[config.mk]
export PLATFORM = sky130hd
export DESIGN_NAME = wdr_top
export DESIGN_NICKNAME = d
export VERILOG_FILES = /design/src/hw/wdr_pkg.sv /design/src/hw/wdr_tick.sv /design/src/hw/wdr_top.sv
export SDC_FILE = /design/constraint.sdc
export NUM_CORES = 1
export LEC_CHECK = 0
export BUFFER_PORTS_ARGS = -buffer_cell sky130_fd_sc_hd__buf_2
export CAP_MARGIN = 5
export CORE_MARGIN = 2
export CORE_UTILIZATION = 55
export CTS_CLUSTER_DIAMETER = 40
export DETAILED_ROUTE_END_ITERATION = 6
export MAX_ROUTING_LAYER = met4
export PLACE_DENSITY_LB_ADDON = 0.12
export SLEW_MARGIN = 20
export SYNTH_ARGS = -nofsm -noshare
export SYNTH_HDL_FRONTEND = slang
export SYNTH_SLANG_ARGS = --single-unit
[constraint.sdc]
create_clock -name MCLK -period 3.25 [get_ports MCLK]
set_clock_uncertainty 0.1 [all_clocks]
set_input_delay 0.975 -clock MCLK [delete_from_list [all_inputs] [get_ports MCLK]]
set_output_delay 0.975 -clock MCLK [all_outputs]
set_load 0.02 [all_outputs]
[src/hw/wdr_pkg.sv]
`default_nettype none
package wdr_pkg;
    // ==========================================
    // bus geometry and register map
    localparam int WB_DW = 32;
    localparam int WB_AW = 4;
    localparam logic [3:0] WDC_OFS = 4'h0; // watchdog_control
    localparam logic [3:0] RFC_OFS = 4'h4; // reset_flag_control
    localparam logic [3:0] STS_OFS = 4'h8; // timeout / power-down status

    // ==========================================
    // watchdog_control fields
    localparam int KEY_MSB = 7;
    localparam int KEY_LSB = 3;
    localparam int SEL_MSB = 2;
    localparam int SEL_LSB = 0;
    localparam logic [7:0] WDC_RST = 8'h53;
    localparam logic [4:0] KEY_EN = 5'h0a;
    localparam logic [4:0] KEY_DIS = 5'h15;

    // ==========================================
    // reset_flag_control and status fields
    localparam int WRF_BIT = 0;
    localparam int LRF_BIT = 1;
    localparam int LOW_VOLTAGE_RESET_FLAG_BIT = 2;
    localparam int KEEP_BIT = 7;
    localparam int PDF_BIT = 0;
    localparam int TO_BIT = 1;

    // ==========================================
    // timing
    localparam int CNT_W = 18;
    localparam int HOLD_W = 20;
    localparam int DIV_EXP [8] = '{8, 10, 12, 14, 15, 16, 17, 18};
    localparam logic [1:0] KEY_RST_TICKS = 2'h3; // low-speed rc cycles
    localparam int CLK_HZ = 10000000;
    localparam int POR_DELAY_MS = 50;
    localparam int POR_DELAY_CYC = POR_DELAY_MS * (CLK_HZ / 1000);

    // terminal count for a timeout select code
    function automatic logic [CNT_W-1:0] wdt_limit(input logic [2:0] sel);
        logic [31:0] full;
        full = (32'h1 << DIV_EXP[sel]) - 32'h1;
        return full[CNT_W-1:0];
    endfunction
endpackage
`default_nettype wire

[src/hw/wdr_tick.sv]
`default_nettype none
// ==========================================
// slow clock sampler: two-flop synchroniser and rising edge pulse
module wdr_tick (
    input wire logic MCLK,
    input wire logic RST_N,
    input wire logic CE,
    input wire logic SRC_CLK,
    output logic TICK
);
    typedef struct packed {
        logic s1;
        logic s2;
        logic s3;
    } wdr_tick_t;

    wdr_tick_t st_reg;
    wdr_tick_t st_next;

    // shift the sampled level along
    always_comb begin
        st_next = st_reg;
        st_next.s1 = SRC_CLK;
        st_next.s2 = st_reg.s1;
        st_next.s3 = st_reg.s2;
    end

    // registers, frozen while enable is low
    always_ff @(posedge MCLK) begin
        if (!RST_N) begin
            st_reg <= '0;
        end else if (CE) begin
            st_reg <= st_next;
        end
    end

    // one pulse per rising edge, looks only past the first flop
    assign TICK = st_reg.s2 && !st_reg.s3;
endmodule
`default_nettype wire

[src/hw/wdr_top.sv]
// The implementer's own choices: the Wishbone register port and the address map.
`default_nettype none
module wdr_top #(
    parameter int POR_DELAY_CYC = wdr_pkg::POR_DELAY_CYC
) (
    input wire logic MCLK,
    input wire logic RST_N,
    input wire logic CE,
    input wire logic WB_CYC_I,
    input wire logic WB_STB_I,
    input wire logic WB_WE_I,
    input wire logic [wdr_pkg::WB_AW-1:0] WB_ADR_I,
    input wire logic [3:0] WB_SEL_I,
    input wire logic [wdr_pkg::WB_DW-1:0] WB_DAT_I,
    output logic [wdr_pkg::WB_DW-1:0] WB_DAT_O,
    output logic WB_ACK_O,
    input wire logic LOW_SPEED_CRYSTAL,
    input wire logic LOW_SPEED_RC_OSC,
    input wire logic SUB_SRC_XTAL,
    input wire logic CLEAR_WATCHDOG_INSTR,
    input wire logic HALT_INSTR,
    input wire logic SLEEP_MODE,
    input wire logic EXTERNAL_RESET_PIN_N,
    input wire logic LOW_VOLTAGE_RESET,
    input wire logic LVR_KEY_RESET,
    output logic CORE_RST,
    output logic PC_SP_CLR,
    output logic PORT_PRESET,
    output logic TIMEOUT_FLAG,
    output logic POWER_DOWN_FLAG,
    output logic IDLE_SYSCLK_KEEP
);
    import wdr_pkg::*;

    // ==========================================
    // state
    typedef struct packed {
        logic [7:0] wdc;
        logic keep;
        logic low_voltage_reset_flag;
        logic lvr_key_reset_flag;
        logic watchdog_key_reset_flag;
        logic to_flag;
        logic power_down_flag;
        logic [CNT_W-1:0] cnt;
        logic key_pend;
        logic [1:0] key_ticks;
        logic [HOLD_W-1:0] hold;
        logic por;
        logic rst;
        logic pcsp;
        logic ack;
        logic [7:0] dat;
    } wdr_state_t;

    localparam logic [HOLD_W-1:0] HOLD_LOAD = HOLD_W'(POR_DELAY_CYC);

    wdr_state_t st_reg;
    wdr_state_t st_next;

    logic xtal_tick;
    logic low_speed_rc_osc_tick;
    logic sub_tick;
    logic [4:0] key;
    logic wdt_on;
    logic key_bad;
    logic key_fire;
    logic timeout;
    logic to_full;
    logic to_sleep;
    logic fire;
    logic cnt_clr;
    logic req;
    logic wr_wdc;
    logic wr_rfc;
    logic [7:0] rfc_val;
    logic [7:0] sts_val;
    logic [7:0] rd_val;

    // ==========================================
    // slow clock samplers
    // each slow clock passes two flops before its edge is used
    wdr_tick u_xtal (
        .MCLK(MCLK),
        .RST_N(RST_N),
        .CE(CE),
        .SRC_CLK(LOW_SPEED_CRYSTAL),
        .TICK(xtal_tick)
    );
    wdr_tick u_low_speed_rc_osc (
        .MCLK(MCLK),
        .RST_N(RST_N),
        .CE(CE),
        .SRC_CLK(LOW_SPEED_RC_OSC),
        .TICK(low_speed_rc_osc_tick)
    );

    // sub clock source picked by a fixed option strap
    assign sub_tick = SUB_SRC_XTAL ? xtal_tick : low_speed_rc_osc_tick;

    // ==========================================
    // watchdog decode
    // key field decode; only the two patterns are legal
    assign key = st_reg.wdc[KEY_MSB:KEY_LSB];
    assign wdt_on = (key == KEY_EN) && !st_reg.rst;
    assign key_bad = (key != KEY_EN) && (key != KEY_DIS);

    // bad key fires on the third rc edge seen after it appeared
    assign key_fire = st_reg.key_pend && low_speed_rc_osc_tick
        && (st_reg.key_ticks == KEY_RST_TICKS - 2'h1);

    // timeout at the selected terminal count
    assign timeout = wdt_on && sub_tick
        && (st_reg.cnt == wdt_limit(st_reg.wdc[SEL_MSB:SEL_LSB]));
    assign to_full = timeout && !SLEEP_MODE;
    assign to_sleep = timeout && SLEEP_MODE;

    // any full device reset request
    assign fire = key_fire || to_full || LOW_VOLTAGE_RESET || LVR_KEY_RESET
        || !EXTERNAL_RESET_PIN_N;

    // events that restart the count
    assign cnt_clr = key_fire || CLEAR_WATCHDOG_INSTR || HALT_INSTR
        || !EXTERNAL_RESET_PIN_N || timeout || fire;

    // ==========================================
    // bus decode
    // write lands on the edge where the master samples ack
    assign req = WB_CYC_I && WB_STB_I;
    assign wr_wdc = req && WB_WE_I && st_reg.ack && WB_SEL_I[0]
        && (WB_ADR_I == WDC_OFS);
    assign wr_rfc = req && WB_WE_I && st_reg.ack && WB_SEL_I[0]
        && (WB_ADR_I == RFC_OFS);

    // read views; unused bits read zero
    assign rfc_val = {st_reg.keep, 4'h0, st_reg.low_voltage_reset_flag, st_reg.lvr_key_reset_flag, st_reg.watchdog_key_reset_flag};
    assign sts_val = {6'h00, st_reg.to_flag, st_reg.power_down_flag};
    assign rd_val = (WB_ADR_I == WDC_OFS) ? st_reg.wdc :
                    (WB_ADR_I == RFC_OFS) ? rfc_val :
                    (WB_ADR_I == STS_OFS) ? sts_val : 8'h00;

    // ==========================================
    // next state
    always_comb begin
        st_next = st_reg;

        // bus slave: one wait cycle, ack for one cycle
        st_next.ack = req && !st_reg.ack;
        if (req && !st_reg.ack) begin
            st_next.dat = rd_val;
        end
        if (wr_wdc) begin
            st_next.wdc = WB_DAT_I[7:0];
        end

        // software may only clear the reset flags
        if (wr_rfc) begin
            st_next.keep = WB_DAT_I[KEEP_BIT];
            if (!WB_DAT_I[WRF_BIT]) begin
                st_next.watchdog_key_reset_flag = 1'b0;
            end
            if (!WB_DAT_I[LRF_BIT]) begin
                st_next.lvr_key_reset_flag = 1'b0;
            end
            if (!WB_DAT_I[LOW_VOLTAGE_RESET_FLAG_BIT]) begin
                st_next.low_voltage_reset_flag = 1'b0;
            end
        end

        // hardware sets come after the clear and win
        if (key_fire) begin
            st_next.watchdog_key_reset_flag = 1'b1;
        end
        if (LOW_VOLTAGE_RESET) begin
            st_next.low_voltage_reset_flag = 1'b1;
        end
        if (LVR_KEY_RESET) begin
            st_next.lvr_key_reset_flag = 1'b1;
        end

        // status flags: clear instruction, halt, timeout
        if (CLEAR_WATCHDOG_INSTR) begin
            st_next.to_flag = 1'b0;
            st_next.power_down_flag = 1'b0;
        end
        if (HALT_INSTR) begin
            st_next.to_flag = 1'b0;
            st_next.power_down_flag = 1'b1;
        end
        if (timeout) begin
            st_next.to_flag = 1'b1;
        end

        // bad key pending: count rc edges
        if (key_bad && !st_reg.key_pend) begin
            st_next.key_pend = 1'b1;
            st_next.key_ticks = 2'h0;
        end else if (st_reg.key_pend && low_speed_rc_osc_tick) begin
            st_next.key_ticks = st_reg.key_ticks + 2'h1;
        end

        // counter runs on sub clock ticks when enabled
        if (cnt_clr) begin
            st_next.cnt = '0;
        end else if (wdt_on && sub_tick) begin
            st_next.cnt = st_reg.cnt + CNT_W'(1'b1);
        end

        // sleep timeout only clears pc and sp
        st_next.pcsp = to_sleep;

        // full reset reloads control and the hold delay
        if (fire) begin
            st_next.wdc = WDC_RST;
            st_next.key_pend = 1'b0;
            st_next.key_ticks = 2'h0;
            st_next.hold = HOLD_LOAD;
        end else if (st_reg.hold != '0) begin
            st_next.hold = st_reg.hold - HOLD_W'(1'b1);
        end
        st_next.rst = (st_next.hold != '0);
        st_next.por = st_reg.por && st_next.rst;
    end

    // ==========================================
    // registers
    // power-on state: enable key, hold loaded, port preset on
    always_ff @(posedge MCLK) begin
        if (!RST_N) begin
            st_reg <= '0;
            st_reg.wdc <= WDC_RST;
            st_reg.hold <= HOLD_LOAD;
            st_reg.por <= 1'b1;
            st_reg.rst <= 1'b1;
        end else if (CE) begin
            st_reg <= st_next;
        end
    end

    // ==========================================
    // outputs
    assign WB_ACK_O = st_reg.ack;
    assign WB_DAT_O = {{(WB_DW - 8){1'b0}}, st_reg.dat};
    assign CORE_RST = st_reg.rst;
    assign PC_SP_CLR = st_reg.rst || st_reg.pcsp;
    assign PORT_PRESET = st_reg.por;
    assign TIMEOUT_FLAG = st_reg.to_flag;
    assign POWER_DOWN_FLAG = st_reg.power_down_flag;
    assign IDLE_SYSCLK_KEEP = st_reg.keep;
endmodule
`default_nettype wire

==> impl_metrics.csv, run 1 <==
group,metric,value,unit
setup_path,cp_num_buf_inv,1,
route,vias,3721,
sta,final.period_utilization,0.9187,
flow_run,cap_violations,0,
clock_network,tritoncts,"built",
sta,rsz0062_at_grt,"false",
layout,final_common_cell,"dfxtp_1",
clock_network,clock_latency,0.36,ns
route,wl_per_cell,14.28,um
route,ant_nets,0,
setup_path,cpMaxStageDelayCell,"dfxtp_1",
sta,fmax,0.3349,GHz
setup_path,cp_data_arrival_time,3.13,ns
setup_path,critPathLaunchType,"flip-flop",
sta,report.final.hold_viol_count,0,
logic_synthesis,ys_ff_latch,73,
floorplan,die_w,91.47,um
logic_synthesis,async_reset_ff_frac,0,
sta,worst_slack,0.2643,ns
clock_network,clk_pin_slew,0.09,ns
logic_synthesis,synth_cells,520,
setup_path,required,3.39,ns
sta,worst_slew_pin_slew,0.6354,ns
grt,grt_pass1_wl,15.56,mm
placed_design,dp_slack,-0.03875,ns
floorplan,fp-row-count,31,
logic_synthesis,syn_avg_cell_area,8.092,um^2
pwr,p_sw_frac,0.2770,
setup_path,crit_chain,"inv_1, ha_1, nor4bb_1, xor2_1, o221ai_2, nor4b_4, or2_1, and2_1, o22ai_1",
placed_design,dp_hpwl,6.856,mm
layout,design_area,4581,um^2
layout,drive_gt1_frac,0.1554,
logic_synthesis,yosysSeqAreaShare,0.3473,
clock_network,root_buffer,"clkbuf_8",
pwr,p_seq_frac,0.526,
logic_synthesis,synth_cell_types,73,
grt,grt_start_max_net_pins,41,
layout,largest_reg_flops,45,
clock_network,max-clock-path-buffers,2,
placed_design,dpl_cell_area,4394,um^2
pwr,power.leakage,1.714,nW
grt,grt_usage,0.2355,
sta,slew_headroom,0.5731,
worst_hold_path,min_path_type,"flip-flop to flip-flop",
route,drcViolationCount,0,
pwr,power_frac_clock,0.373,
pwr,p_int,1.268,mW
grt,antenna_found_initial,0,
setup_path,cp-end-kind,"flip-flop",
logic_synthesis,ys_warn_count,0,
sta,slew_violations,0,
clock_network,cts.htree.levels,3,
layout,num_antenna_cells,0,
pwr,p_switching,0.4858,mW
clock_network,cts_buffers,9,
placed_design,port-buffer-count,42,
pwr,power.density,382.9,nW/um^2
setup_path,cp_max_fo,8,
floorplan,die_area,8366,um^2
pwr,ir_worst_vdd,0.2342,mV
pwr,combPwrFrac,0.101,
setup_path,slowest_delay,0.50,ns
sta,period_needed,2.986,ns
setup_path,cp_top_family,"simple AND/OR/NAND/NOR gates",
clock_network,clkSinkCount,73,
logic_synthesis,synth_ff_type,"dfxtp_1",
placed_design,routabilityCongestion,0.9004,
layout,fill_cells,679,
floorplan,die_h,91.47,um
sta,setup_viol,0,
route,drt_iter0_drc,205,
layout,area_growth,8.861,%
layout,final_nets,616,
grt,overflow,0,
pwr,power,1.754,mW
floorplan,boundaryPins,94,
grt,grt_pass1_vias,3322,
layout,layout_common_cells,"73 x dfxtp_1, 57 x nor2_1, 42 x nand2_1, 42 x buf_2, 26 x nor2b_1",
route,routed_via_density,5.646,
setup_path,criticalPathCategory,"flip-flop to flip-flop",
route,finalWirelength,9.410,mm
route,dr.pass1.iters,4,
logic_synthesis,syn_area,4208,um^2
status,status,"finished, final reports clean",
clock_network,hold_buffers,0,
floorplan,fp.coreArea,7331,um^2
logic_synthesis,synth_edf_count,0,
floorplan,start_util,0.5740,
==> layer usage <==
| metal | track usage | vias to the layer above | routed length, um |
|---|---|---|---|
| li1 | - | 1868 | - |
| met1 | 0.3139 | 1708 | 4442 |
| met2 | 0.3591 | 127 | 4295 |
| met3 | 0.03237 | 18 | 498 |
| met4 | 0.09848 | 0 | 174 |
| met5 | - | - | 0 |
==> worst min-delay path, cell delays in order, from the launching register on <==
cell and delay (ns):
dfxtp_1 0.31, inv_1 0.04, a21oi_1 0.05
==> power groups by stage <==
stage                     clock [mW]  sequential [mW]  combinational, mW
after global placement             0            0.942              0.172
after global routing           0.708            0.925              0.195
final                          0.655            0.922              0.177
after floorplan                    0            0.940              0.145
after CTS                      0.673            0.922              0.174
after detailed placement           0            0.943              0.173
==> synthesized netlist by cell type (6+ instances only) <==
cell type  instances  share of area
nor2_1            57          0.051
nor2b_1           26          0.039
nand4_1           11          0.016
o22ai_1            7          0.010
ha_1               6          0.018
mux2i_1           11          0.026
xnor2_1           11          0.023
buf_4             32          0.057
o21ai_0           18          0.021
nor3_1            21          0.025
inv_1             13          0.012
nand3_1           20          0.024
nand2_1           42          0.037
dfxtp_1           73           0.35
clkbuf_1          14          0.012
or3_1              9          0.013
nor4_1             9          0.013
xor2_1             9          0.019
a21oi_1           24          0.029
a22oi_1            6          0.011
==> per-stage QoR <==
stage,setup TNS [ns],util,cells,hold slack (ns)
after floorplan,0,-,543,0.3353
after detailed placement,-0.09927,0.5994,643,0.3375
after global placement,-0.02106,0.5994,643,0.3325
after CTS,0,0.6240,659,0.3481
after global routing,0,0.6249,659,0.3584
final,0,0.6249,659,0.3442
==> area by class of cell <==
type / instances / area [um^2] / area share
inverter: 13 / 48.80 / 0.01065
timing repair buffer: 55 / 320.3 / 0.06993
clock inverter: 6 / 42.54 / 0.009287
multi-input combinational: 403 / 2446 / 0.5340
clock buffer: 10 / 137.6 / 0.03005
sequential: 73 / 1461 / 0.3190
tap: 99 / 123.9 / 0.02704
==> cell families (layout without fill, tap and decap cells) <==
group | after synthesis | count (layout) | share of synthesized area
XOR/XNOR | 20 | 20 | 0.04163
adder cells (fa/ha/maj) | 6 | 6 | 0.01784
AO/OA/AOI/OAI | 107 | 107 | 0.1766
other | 1 | 24 | 0.0008912
buffers and inverters | 67 | 84 | 0.09337
multiplexers | 12 | 12 | 0.02884
flip-flops | 73 | 73 | 0.3473
AND/OR/NAND/NOR | 234 | 234 | 0.2935
==> path summary, 6_finish.rpt <==
check              startpoint          end  slack, ns  depth (start not counted)
setup reg to reg   st_reg[60]       key[0]       0.26                          9
hold / removal    PORT_PRESET  PORT_PRESET       0.34                          2
hold reg to reg   PORT_PRESET  PORT_PRESET       0.34                          2
setup / recovery   st_reg[60]       key[0]       0.26                          9
==> what timing repair did <==
item / in CTS / in global routing
setup endpoints to repair: 0 / 2
buffers inserted: 0 / 0
resized for setup: 0 / 1
(Power assumes the default switching activity.)
==> run 2, diff against run 1 <==
--- a/config.mk
+++ b/config.mk
@@ -8,8 +8,7 @@
 export BUFFER_PORTS_ARGS = -buffer_cell sky130_fd_sc_hd__buf_2
 export CAP_MARGIN = 5
 export CORE_MARGIN = 2
-export CORE_UTILIZATION = 55
-export CTS_CLUSTER_DIAMETER = 40
+export CORE_UTILIZATION = 26
 export DETAILED_ROUTE_END_ITERATION = 6
 export MAX_ROUTING_LAYER = met4
 export PLACE_DENSITY_LB_ADDON = 0.12
==> run 2 against run 1 <==
Effect of this change: setup slack improved by 0.098 ns; sequential cell count is the same; power rose by 30%; routed wire length grew 21%; non-clock buffer count increased by 8; via count fell by 0.51%; cell count grew 19%; hold slack improved by 0.0074 ns; clock power increased by 77%; die area rose by 110%; combinational power up 5%; maximum frequency is 3.4% higher; critical path type unchanged; largest cell class unchanged; highest routed layer unchanged.
==> impl_metrics.csv, run 2 (synthesis gave the netlist of run 1 again) <==
group,metric,value,unit
setup_path,rrSetupSlack,0.36,ns
clock_network,clkSinkCount,73,
route,dr.pass1.iters,4,
route,wl_per_cell,14.52,um
sta,setup_viol,0,
floorplan,die_w,131.2,um
layout,area_growth,17.96,%
placed_design,port-buffer-count,42,
floorplan,die_h,131.2,um
setup_path,critPathLaunchType,"flip-flop",
setup_path,cp_data_arrival_time,2.99,ns
layout,largest_reg_flops,45,
setup_path,rr_worst_depth,9,
floorplan,fp-row-count,46,
route,ant_nets,0,
sta,slew_violations,0,
sta,report.final.hold_viol_count,0,
grt,overflow,0,
setup_path,rr_startpoint,"st_reg[59]",
setup_path,cp-end-kind,"flip-flop",
pwr,power.density,457.9,nW/um^2
layout,num_antenna_cells,0,
grt,grt_start_max_net_pins,41,
placed_design,routabilityCongestion,0.8360,
setup_path,cp_max_fo,7,
clock_network,root_buffer,"clkbuf_16",
floorplan,start_util,0.2658,
clock_network,cts_buffers,9,
status,status,"finished, final reports clean",
clock_network,clock_latency,0.34,ns
sta,rsz0062_at_grt,"false",
pwr,power,2.273,mW
setup_path,criticalPathCategory,"flip-flop to flip-flop",
layout,final_nets,624,
layout,final_common_cell,"dfxtp_1",
floorplan,die_area,17220,um^2
route,drcViolationCount,0,
pwr,ir_worst_vdd,0.2331,mV
sta,period_needed,2.888,ns
route,drt_iter0_drc,223,
layout,drive_gt1_frac,0.1673,
clock_network,tritoncts,"built",
setup_path,r2r-end,"CORE_RST",
sta,fmax,0.3463,GHz
setup_path,cp-endpoint,"CORE_RST",
route,finalWirelength,11.38,mm
route,routed_via_density,4.722,
route,vias,3702,
setup_path,required,3.35,ns
sta,final.period_utilization,0.8886,
placed_design,dp_hpwl,8.416,mm
worst_hold_path,min_path_type,"flip-flop to flip-flop",
floorplan,boundaryPins,94,
clock_network,clk_pin_slew,0.06,ns
grt,grt_pass1_wl,18.77,mm
grt,antenna_found_initial,0,
pwr,power.leakage,1.833,nW
flow_run,cap_violations,0,
grt,grt_pass1_vias,3610,
clock_network,cts.htree.levels,3,
clock_network,max-clock-path-buffers,2,
sta,setup_tns,0,ns
floorplan,fp.coreArea,15830,um^2
sta,worst_slew_pin_slew,0.4956,ns
sta,slew_headroom,0.6666,
grt,grt_usage,0.1386,
setup_path,crit_path_start,"st_reg[59]",
clock_network,postCtsSetupBuffers,0,
layout,layout_common_cells,"73 x dfxtp_1, 57 x nor2_1, 42 x nand2_1, 42 x buf_2, 26 x nor2b_1",
-- run 2: changes by cell type in the layout (fill, tap and decap cells not counted), sizes merged --
cell,previous run,this run
clkbuf,10,9
inv,14,13
buf,55,63
clkinv,3,2
bufinv,0,3
-- run 2: worst min-delay path by stage --
stage	startpoint	endpoint	slack (ns)	depth (start not counted)
global route	PORT_PRESET	PORT_PRESET	0.40	2
global placement	PORT_PRESET	PORT_PRESET	0.34	2
detailed placement	PORT_PRESET	PORT_PRESET	0.35	2
CTS	PORT_PRESET	PORT_PRESET	0.37	2
floorplan	st_reg[9]	st_reg[9]	0.34	2
finish	PORT_PRESET	PORT_PRESET	0.35	2
-- run 2: worst max-delay path, cell delays in order, from the launching register on --
cell and delay (ns):
dfxtp_1 0.44, inv_1 0.09, ha_1 0.33, nor4bb_1 0.46
mux2i_1 0.16, o221ai_2 0.27, nor4b_4 0.11, nor3_1 0.34
nor4b_2 0.37, a21oi_1 0.08
-- run 2: layout make-up --
cell class | count | area (um^2)
fillers | 1700 | 10860
clock buffers | 9 | 225.2
multi-input cells | 403 | 2446
well taps | 216 | 270.3
repair buffers | 63 | 392.9
flip-flops and latches | 73 | 1461
clock inverters | 7 | 118.9
inverters | 13 | 48.80
-- run 2: timing repair --
action,4_1_cts,5_1_grt
gates resized for setup,0,1
hold buffers,0,0
setup endpoints to repair,0,2
-- run 2: per-stage QoR --
stage	utilization	setup WS, ns	instances	area (um^2)	hold slack [ns]
floorplan	-	0.2100	543	4294	0.3353
global placement	0.2915	0.003863	768	4613	0.3397
detailed placement	0.2915	0.01787	768	4613	0.3494
CTS	0.3132	0.2103	784	4957	0.3653
global route	0.3136	0.1382	784	4964	0.3990
finish	0.3136	0.3622	784	4964	0.3516
-- run 2: per-layer routing --
metal,global-route usage,vias up,share of wire
met3,0.02585,12,0.036
met2,0.2158,72,0.47
met5,-,-,0
met4,0.05193,0,0.014
li1,-,1892,-
met1,0.1793,1726,0.48
-- run 2: report_power, final --
part	switching, mW	internal, mW
Sequential	0.0143	0.909
Clock	0.414	0.750
Combinational	0.120	0.0650
Total	0.549	1.72
